### config.mk
export PLATFORM = sky130hd
export DESIGN_NAME = sscr_top
export DESIGN_NICKNAME = d
export VERILOG_FILES = /design/src/design/sscr_pkg.sv /design/src/design/sscr_wait_timer.sv /design/src/design/sscr_top.sv
export SDC_FILE = /design/constraint.sdc
export NUM_CORES = 1
export LEC_CHECK = 0
export CAP_MARGIN = 20
export CORE_ASPECT_RATIO = 0.8
export CORE_MARGIN = 1.5
export CORE_UTILIZATION = 39
export DETAILED_ROUTE_END_ITERATION = 10
export DONT_BUFFER_PORTS = 1
export SETUP_SLACK_MARGIN = 0.3
export SLEW_MARGIN = 5
export SYNTH_ARGS = -nofsm -noshare
export SYNTH_HDL_FRONTEND = slang
export SYNTH_SLANG_ARGS = --single-unit
export TNS_END_PERCENT = 50
### constraint.sdc
create_clock -name ref_clk -period 3.3 [get_ports ref_clk]
set_input_delay 0.66 -clock ref_clk [delete_from_list [all_inputs] [get_ports ref_clk]]
set_output_delay 0.66 -clock ref_clk [all_outputs]
set_load 0.01 [all_outputs]
### src/design/sscr_pkg.sv
// Purpose: Shared constants for the second synthesizer calibration registers.
// Assumes: One 100 MHz always-on clock; times are held in nanoseconds.
// Notes:   Cycle counts are derived from the times and the clock period.

package sscr_pkg;

  // ********************************************************
  // Register map and field layout
  // ********************************************************
  localparam logic [7:0] OFS_PUMP_WIDTH   = 8'h83;
  localparam logic [7:0] OFS_FILTER_ORDER = 8'h84;
  localparam logic [7:0] OFS_SETTLE_WAIT  = 8'h85;
  localparam logic [7:0] OFS_CAL_DELAY    = 8'h86;

  localparam int POS_STRETCH = 7;
  localparam int POS_FILT_LO = 0;
  localparam int POS_VCO_LO  = 0;
  localparam int POS_CLSD_LO = 2;
  localparam int POS_DLY_EN  = 0;

  localparam logic       RST_STRETCH = 1'h0;
  localparam logic [2:0] RST_FILTER  = 3'h3;
  localparam logic [1:0] RST_CLSD    = 2'h0;
  localparam logic [1:0] RST_VCO     = 2'h1;
  localparam logic       RST_DLY_EN  = 1'h0;
  localparam logic [7:0] RD_UNMAPPED = 8'h00;

  // ********************************************************
  // Timing
  // ********************************************************
  localparam int CNT_W        = 25;
  localparam int CLK_PERIOD_NS = 10;
  localparam int T_CLSD0_NS   = 30000;
  localparam int T_CLSD1_NS   = 300000;
  localparam int T_CLSD2_NS   = 30000000;
  localparam int T_CLSD3_NS   = 300000000;
  localparam int T_VCO0_NS    = 20000;
  localparam int T_VCO1_NS    = 400000;
  localparam int T_VCO2_NS    = 8000000;
  localparam int T_VCO3_NS    = 200000000;
  localparam int T_DELAY_NS   = 60000000;

  localparam int C_CLSD0 = (T_CLSD0_NS + CLK_PERIOD_NS - 1) / CLK_PERIOD_NS;
  localparam int C_CLSD1 = (T_CLSD1_NS + CLK_PERIOD_NS - 1) / CLK_PERIOD_NS;
  localparam int C_CLSD2 = (T_CLSD2_NS + CLK_PERIOD_NS - 1) / CLK_PERIOD_NS;
  localparam int C_CLSD3 = (T_CLSD3_NS + CLK_PERIOD_NS - 1) / CLK_PERIOD_NS;
  localparam int C_VCO0  = (T_VCO0_NS + CLK_PERIOD_NS - 1) / CLK_PERIOD_NS;
  localparam int C_VCO1  = (T_VCO1_NS + CLK_PERIOD_NS - 1) / CLK_PERIOD_NS;
  localparam int C_VCO2  = (T_VCO2_NS + CLK_PERIOD_NS - 1) / CLK_PERIOD_NS;
  localparam int C_VCO3  = (T_VCO3_NS + CLK_PERIOD_NS - 1) / CLK_PERIOD_NS;
  localparam int C_DELAY = (T_DELAY_NS + CLK_PERIOD_NS - 1) / CLK_PERIOD_NS;

  typedef logic [CNT_W-1:0] sscr_cnt_t;

  typedef enum logic [1:0] {
    SQ_IDLE,
    SQ_DELAY,
    SQ_VCO,
    SQ_CLSD
  } sscr_seq_t;

endpackage

### src/design/sscr_wait_timer.sv
// Purpose: Down-counter that measures one calibration wait.
// Assumes: Load value is at least one; start is a one-cycle pulse.
// Notes:   Expire is asserted in the last of load_val busy cycles.

module sscr_wait_timer
  import sscr_pkg::*;
(
  input  wire logic      ref_clk,
  input  wire logic      rst_n,
  input  wire logic      start,
  input  wire sscr_cnt_t load_val,
  output logic           expire
);

  typedef struct packed {
    logic      busy;
    sscr_cnt_t cnt;
  } sscr_tmr_state_t;

  sscr_tmr_state_t st_ff;
  sscr_tmr_state_t nxt_st;

  assign expire = st_ff.busy && (st_ff.cnt == '0);

  always_comb begin
    nxt_st = st_ff;
    if (start) begin
      nxt_st.busy = 1'b1;
      nxt_st.cnt  = load_val - sscr_cnt_t'(1);
    end else if (expire) begin
      nxt_st.busy = 1'b0;
    end else if (st_ff.busy) begin
      nxt_st.cnt = st_ff.cnt - sscr_cnt_t'(1);
    end
  end

  always_ff @(posedge ref_clk or negedge rst_n) begin
    if (!rst_n) begin
      st_ff <= '0;
    end else begin
      st_ff <= nxt_st;
    end
  end

endmodule

### src/design/sscr_top.sv
// Purpose: Control registers and calibration wait sequencer for the second
//          frequency synthesizer.
// Assumes: Register port and cal_req come from logic on ref_clk.
// Notes:   Wait codes are sampled when a calibration starts.

// Summary of operation
// - Pump stretch bit clear gives 200 ps pulse, set gives 600 ps; resets 0.
// - Loop filter field resets to 0x3 second order; 0x7 selects third order.
// - Closed-loop wait codes give 30 us, 300 us, 30 ms, 300 ms; reset 0.
// - VCO wait codes give 20 us, 400 us, 8 ms, 200 ms; reset 0x1.
// - Delay bit set postpones VCO calibration start by 60 ms; resets 0.
module sscr_top
  import sscr_pkg::*;
#(
  parameter sscr_cnt_t CLSD1_CYC = sscr_cnt_t'(C_CLSD1),
  parameter sscr_cnt_t CLSD2_CYC = sscr_cnt_t'(C_CLSD2),
  parameter sscr_cnt_t CLSD3_CYC = sscr_cnt_t'(C_CLSD3),
  parameter sscr_cnt_t VCO1_CYC  = sscr_cnt_t'(C_VCO1),
  parameter sscr_cnt_t VCO2_CYC  = sscr_cnt_t'(C_VCO2),
  parameter sscr_cnt_t VCO3_CYC  = sscr_cnt_t'(C_VCO3),
  parameter sscr_cnt_t DELAY_CYC = sscr_cnt_t'(C_DELAY)
)(
  input  wire logic       ref_clk,
  input  wire logic       reset_n,
  input  wire logic [7:0] reg_addr,
  input  wire logic       reg_wr_en,
  input  wire logic [7:0] reg_wr_data,
  input  wire logic       reg_rd_en,
  output logic      [7:0] reg_rd_data,
  input  wire logic       cal_req,
  output logic            pump_pulse_stretch,
  output logic      [2:0] loop_filter_order_sel,
  output logic      [1:0] closed_loop_settle_wait,
  output logic      [1:0] vco_settle_wait,
  output logic            cal_start_delay_en,
  output logic            cal_delay_active,
  output logic            vco_cal_active,
  output logic            closed_loop_active,
  output logic            cal_busy,
  output logic            cal_done
);

  // ********************************************************
  // Reset release
  // ********************************************************
  logic [1:0] rst_sync_ff;
  logic       rst_sync_n;

  always_ff @(posedge ref_clk or negedge reset_n) begin
    if (!reset_n) begin
      rst_sync_ff <= 2'h0;
    end else begin
      rst_sync_ff <= {rst_sync_ff[0], 1'b1};
    end
  end
  assign rst_sync_n = rst_sync_ff[1];

  // ********************************************************
  // State
  // ********************************************************
  typedef struct packed {
    logic       stretch;
    logic [2:0] filt;
    logic [1:0] clsd;
    logic [1:0] vco;
    logic       dly_en;
    logic [7:0] rd;
    sscr_seq_t  seq;
    logic [1:0] vco_code;
    logic [1:0] clsd_code;
    logic       dly_act;
    logic       vco_act;
    logic       cls_act;
    logic       busy;
    logic       done;
  } sscr_top_state_t;

  localparam sscr_top_state_t ST_RESET = '{
    stretch: RST_STRETCH, filt: RST_FILTER, clsd: RST_CLSD,
    vco: RST_VCO, dly_en: RST_DLY_EN, rd: RD_UNMAPPED, seq: SQ_IDLE,
    vco_code: RST_VCO, clsd_code: RST_CLSD, default: 1'b0};

  sscr_top_state_t st_ff;
  sscr_top_state_t nxt_st;
  logic            tmr_start;
  sscr_cnt_t       tmr_load;
  logic            tmr_expire;

  function automatic sscr_cnt_t vco_cycles(input logic [1:0] code);
    case (code)
      2'h0:    return sscr_cnt_t'(C_VCO0);
      2'h1:    return VCO1_CYC;
      2'h2:    return VCO2_CYC;
      default: return VCO3_CYC;
    endcase
  endfunction

  function automatic sscr_cnt_t clsd_cycles(input logic [1:0] code);
    case (code)
      2'h0:    return sscr_cnt_t'(C_CLSD0);
      2'h1:    return CLSD1_CYC;
      2'h2:    return CLSD2_CYC;
      default: return CLSD3_CYC;
    endcase
  endfunction

  always_comb begin
    nxt_st    = st_ff;
    tmr_start = 1'b0;
    tmr_load  = '0;
    nxt_st.done = 1'b0;
    // Register writes; reserved bits are dropped and read back as zero.
    if (reg_wr_en) begin
      if (reg_addr == OFS_PUMP_WIDTH) begin
        nxt_st.stretch = reg_wr_data[POS_STRETCH];
      end else if (reg_addr == OFS_FILTER_ORDER) begin
        nxt_st.filt = reg_wr_data[POS_FILT_LO +: 3];
      end else if (reg_addr == OFS_SETTLE_WAIT) begin
        nxt_st.clsd = reg_wr_data[POS_CLSD_LO +: 2];
        nxt_st.vco  = reg_wr_data[POS_VCO_LO +: 2];
      end else if (reg_addr == OFS_CAL_DELAY) begin
        nxt_st.dly_en = reg_wr_data[POS_DLY_EN];
      end
    end
    if (reg_rd_en) begin
      if (reg_addr == OFS_PUMP_WIDTH) begin
        nxt_st.rd = {st_ff.stretch, 7'h00};
      end else if (reg_addr == OFS_FILTER_ORDER) begin
        nxt_st.rd = {5'h00, st_ff.filt};
      end else if (reg_addr == OFS_SETTLE_WAIT) begin
        nxt_st.rd = {4'h0, st_ff.clsd, st_ff.vco};
      end else if (reg_addr == OFS_CAL_DELAY) begin
        nxt_st.rd = {7'h00, st_ff.dly_en};
      end else begin
        nxt_st.rd = RD_UNMAPPED;
      end
    end
    // Calibration sequencer; a request while busy is ignored.
    case (st_ff.seq)
      SQ_IDLE: begin
        if (cal_req) begin
          nxt_st.busy      = 1'b1;
          nxt_st.vco_code  = st_ff.vco;
          nxt_st.clsd_code = st_ff.clsd;
          tmr_start        = 1'b1;
          if (st_ff.dly_en) begin
            nxt_st.seq     = SQ_DELAY;
            nxt_st.dly_act = 1'b1;
            tmr_load       = DELAY_CYC;
          end else begin
            nxt_st.seq     = SQ_VCO;
            nxt_st.vco_act = 1'b1;
            tmr_load       = vco_cycles(st_ff.vco);
          end
        end
      end
      SQ_DELAY: begin
        if (tmr_expire) begin
          nxt_st.seq     = SQ_VCO;
          nxt_st.dly_act = 1'b0;
          nxt_st.vco_act = 1'b1;
          tmr_start      = 1'b1;
          tmr_load       = vco_cycles(st_ff.vco_code);
        end
      end
      SQ_VCO: begin
        if (tmr_expire) begin
          nxt_st.seq     = SQ_CLSD;
          nxt_st.vco_act = 1'b0;
          nxt_st.cls_act = 1'b1;
          tmr_start      = 1'b1;
          tmr_load       = clsd_cycles(st_ff.clsd_code);
        end
      end
      default: begin
        if (tmr_expire) begin
          nxt_st.seq     = SQ_IDLE;
          nxt_st.cls_act = 1'b0;
          nxt_st.busy    = 1'b0;
          nxt_st.done    = 1'b1;
        end
      end
    endcase
  end

  always_ff @(posedge ref_clk or negedge rst_sync_n) begin
    if (!rst_sync_n) begin
      st_ff <= ST_RESET;
    end else begin
      st_ff <= nxt_st;
    end
  end

  // One shared counter suffices because the waits never overlap.
  sscr_wait_timer u_timer (
    .ref_clk  (ref_clk),
    .rst_n    (rst_sync_n),
    .start    (tmr_start),
    .load_val (tmr_load),
    .expire   (tmr_expire)
  );

  assign reg_rd_data             = st_ff.rd;
  assign pump_pulse_stretch      = st_ff.stretch;
  assign loop_filter_order_sel   = st_ff.filt;
  assign closed_loop_settle_wait = st_ff.clsd;
  assign vco_settle_wait         = st_ff.vco;
  assign cal_start_delay_en      = st_ff.dly_en;
  assign cal_delay_active        = st_ff.dly_act;
  assign vco_cal_active          = st_ff.vco_act;
  assign closed_loop_active      = st_ff.cls_act;
  assign cal_busy                = st_ff.busy;
  assign cal_done                = st_ff.done;

  // ********************************************************
  // Checks
  // ********************************************************
  logic [2:0]       ph_ff;
  logic [CNT_W:0]   ph_cnt_ff;
  logic             idle_req;

  assign idle_req = (st_ff.seq == SQ_IDLE) && cal_req;

  always_ff @(posedge ref_clk or negedge rst_sync_n) begin
    if (!rst_sync_n) begin
      ph_ff     <= 3'h0;
      ph_cnt_ff <= '0;
    end else begin
      ph_ff <= {st_ff.dly_act, st_ff.vco_act, st_ff.cls_act};
      if ({st_ff.dly_act, st_ff.vco_act, st_ff.cls_act} != ph_ff) begin
        ph_cnt_ff <= (CNT_W+1)'(1);
      end else begin
        ph_cnt_ff <= ph_cnt_ff + (CNT_W+1)'(1);
      end
    end
  end
endmodule

==> metrics.txt <==
Gate Count Post-Synth=471; gr usage total=0.2124; number of synthesized flops with an enable pin=0; Final min period=3.005 ns; worst r2r dst=u_timer.st_ff[21]; CP Data Arrival Time=3.23 ns; Worst slew margin=0.5965; 1st-pass router iterations=5; syn_area_per_cell=8.618 µm²; total power=1.322 mW; first-pass GRT wire length=18,010 µm; die area=11,030 µm²; R2R cell count=10; H-tree Lvls=2; Layout area overhead=19.02%; cell area after layout=4831 µm²; Worst Setup EP=u_timer.st_ff[21]; min-delay worst type=input port to asynchronous set/reset pin; asr flop ratio synth=1.000; 1st-iter DRT viols=229; max_cap viols=0; Max Slew Vio Count=0; die height=94.25 µm; status=completed; Least-Margin Pin Slew=0.6025 ns; WS Path Type=register to register; sequential share of the synthesized area=0.3280; final WL=11,010 µm; Leak=1.905 nW; Util after Layout=0.4737; ant diodes=0; TritonCTS buffer count=5; CTS max path bufs=2; Cell Area, Placed=4320 µm²; reg2reg start=vco_settle_wait[0]; Post-Route Skew=0.006866 ns; Site Rows=33; crit-path max FO=8; met2 global-route usage=0.3177; Via-to-Cell Ratio=5.707; Clk Latency, worst-skew pair=0.31 ns; net total in the final layout=535; Max IR drop VDD=224.0 µV; antenna viol nets, final=0; Post-synth top cells=nand2_1, dfrtp_1, a21oi_1; Routed wire per std cell=17.44 µm; GR Overflow Total=0; number of synthesized register bits=53; num ports=43; PortBufs=0; final number of setup-violating endpoints=0; gr busiest metal=met2; Ys Warns=0; GR Util met3=0.04645; CTS Root Cell=clkbuf_16; Yosys top cell area share=0.3021; global-route met1 utilization=0.3006; Post-CTS Hold Buffers=0; PwrDens=273.7 nW/µm²; HPWL after DPL=8326 µm; Cell Area, Synth=4059 µm²; setup_tns=0 ns; Synth area leader=dfrtp_1; CTS tree=done; crit path launch=vco_settle_wait[0]; period utilization=0.9106; Sink Count=53; dominant cells by area after synthesis=dfrtp_1, ha_1, nand2_1; RSZ-0062 raised after global routing=yes; GPL Wtd Cong=0.9191; Worst EP required=3.53 ns; Final Hold Fails=0; initial antenna violation count=0; pin count of the biggest net entering global routing=28; Reg2Reg Setup Slack=0.30 ns; Distinct cells, synth=70; top-count cell post-synth=nand2_1; Worst Setup End Kind=register; Fmax achieved=332.8 MHz; routed vias=3,601; startpoint types=register; Die X=117.1 µm; layout cells sized above 1=0.2525; clk slew on worst S/H paths=0.07 ns; ys flop type=dfrtp_1; DR DRC count=0; vias in the first global route=3,517; initial core utilization=0.3980; core area=10,200 µm²
[power by group]
part           switching (mW)  internal (mW)  leakage [nW]
sequential             0.0149          0.657         0.592
clock                   0.254          0.360        0.0800
combinational          0.0234         0.0135          1.23
total                   0.292           1.03          1.90
[critical path: stages (launching register included)]
cell       delay, ns
dfstp_2         0.44
ha_2            0.24
o311a_4         0.39
a2111oi_4       0.35
o31ai_4         0.15
nor4_4          0.38
o221ai_4        0.22
nor4_4          0.33
nand2_1         0.10
xor2_1          0.17
a21oi_1         0.14
[worst min-delay path by stage]
| stage | to | cells after the start |
|---|---|---|
| 4_1_cts | rst_sync_ff[1] | 0 |
| 3_3_place_gp | st_ff[10] | 0 |
| 5_1_grt | rst_sync_ff[0] | 0 |
| 6_report | rst_sync_ff[0] | 0 |
| 2_1_floorplan | rst_sync_ff[1] | 0 |
| 3_5_place_dp | st_ff[9] | 0 |
[state kept, by name, summed over array words and instances (netlist names)]
signal,count
u_timer.st_ff,26
st_ff,6
reg_rd_data,5
loop_filter_order_sel,3
closed_loop_settle_wait,2
rst_sync_ff,2
vco_settle_wait,2
cal_busy,1
cal_delay_active,1
cal_done,1
cal_start_delay_en,1
closed_loop_active,1
pump_pulse_stretch,1
vco_cal_active,1
[layer usage]
metal | up-vias | part of all wire | wire length, µm
met4 | 0 | 0.026 | 284
met1 | 1771 | 0.49 | 5383
met2 | 103 | 0.42 | 4660
li1 | 1707 | - | -
met5 | - | 0 | 0
met3 | 20 | 0.062 | 677
[cells by family after synthesis]
group / after synthesis / share of synthesized area
fa+ha+maj: 24 / 0.07398
buf+inv: 56 / 0.07121
compound gates: 129 / 0.2102
mux: 15 / 0.04038
other cells: 2 / 0.001850
flops: 53 / 0.3280
simple gates: 171 / 0.2290
xor+xnor: 21 / 0.04532
[layout by cell type (no fill, tap or decap), drive strengths merged, types with 12 or more instances in the layout]
master / n
o21ai: 37
buf: 47
a21oi: 36
xor2: 12
nor3: 16
nand2: 53
inv: 19
nor2: 35
ha: 24
nand3: 13
dfrtp: 49
[stage by stage]
stage	hold WS (ns)	setup WS [ns]	cells
global route	0.03206	0.1817	631
finish	0.04558	0.2951	631
floorplan	0.3312	0.1254	473
global placement	0.2956	0.1281	606
CTS	0.03968	0.2714	615
detailed placement	0.2945	0.03911	606
[timing repair]
item	CTS	global route
pin swaps	1	17
hold endpoints to repair	0	0
setup endpoints to repair	10	16
cloned	0	1
setup buffers	1	15
resized for setup	9	35
[cell type report]
cell class | instances | area [µm²]
Clock buffer | 5 | 125.1
Clock inverter | 3 | 46.29
Fill cell | 988 | 5368
Inverter | 19 | 71.32
Multi-Input combinational cell | 364 | 2708
Sequential cell | 53 | 1335
Tap cell | 140 | 175.2
Timing Repair Buffer | 47 | 370.4
(Power assumes the default switching activity.)
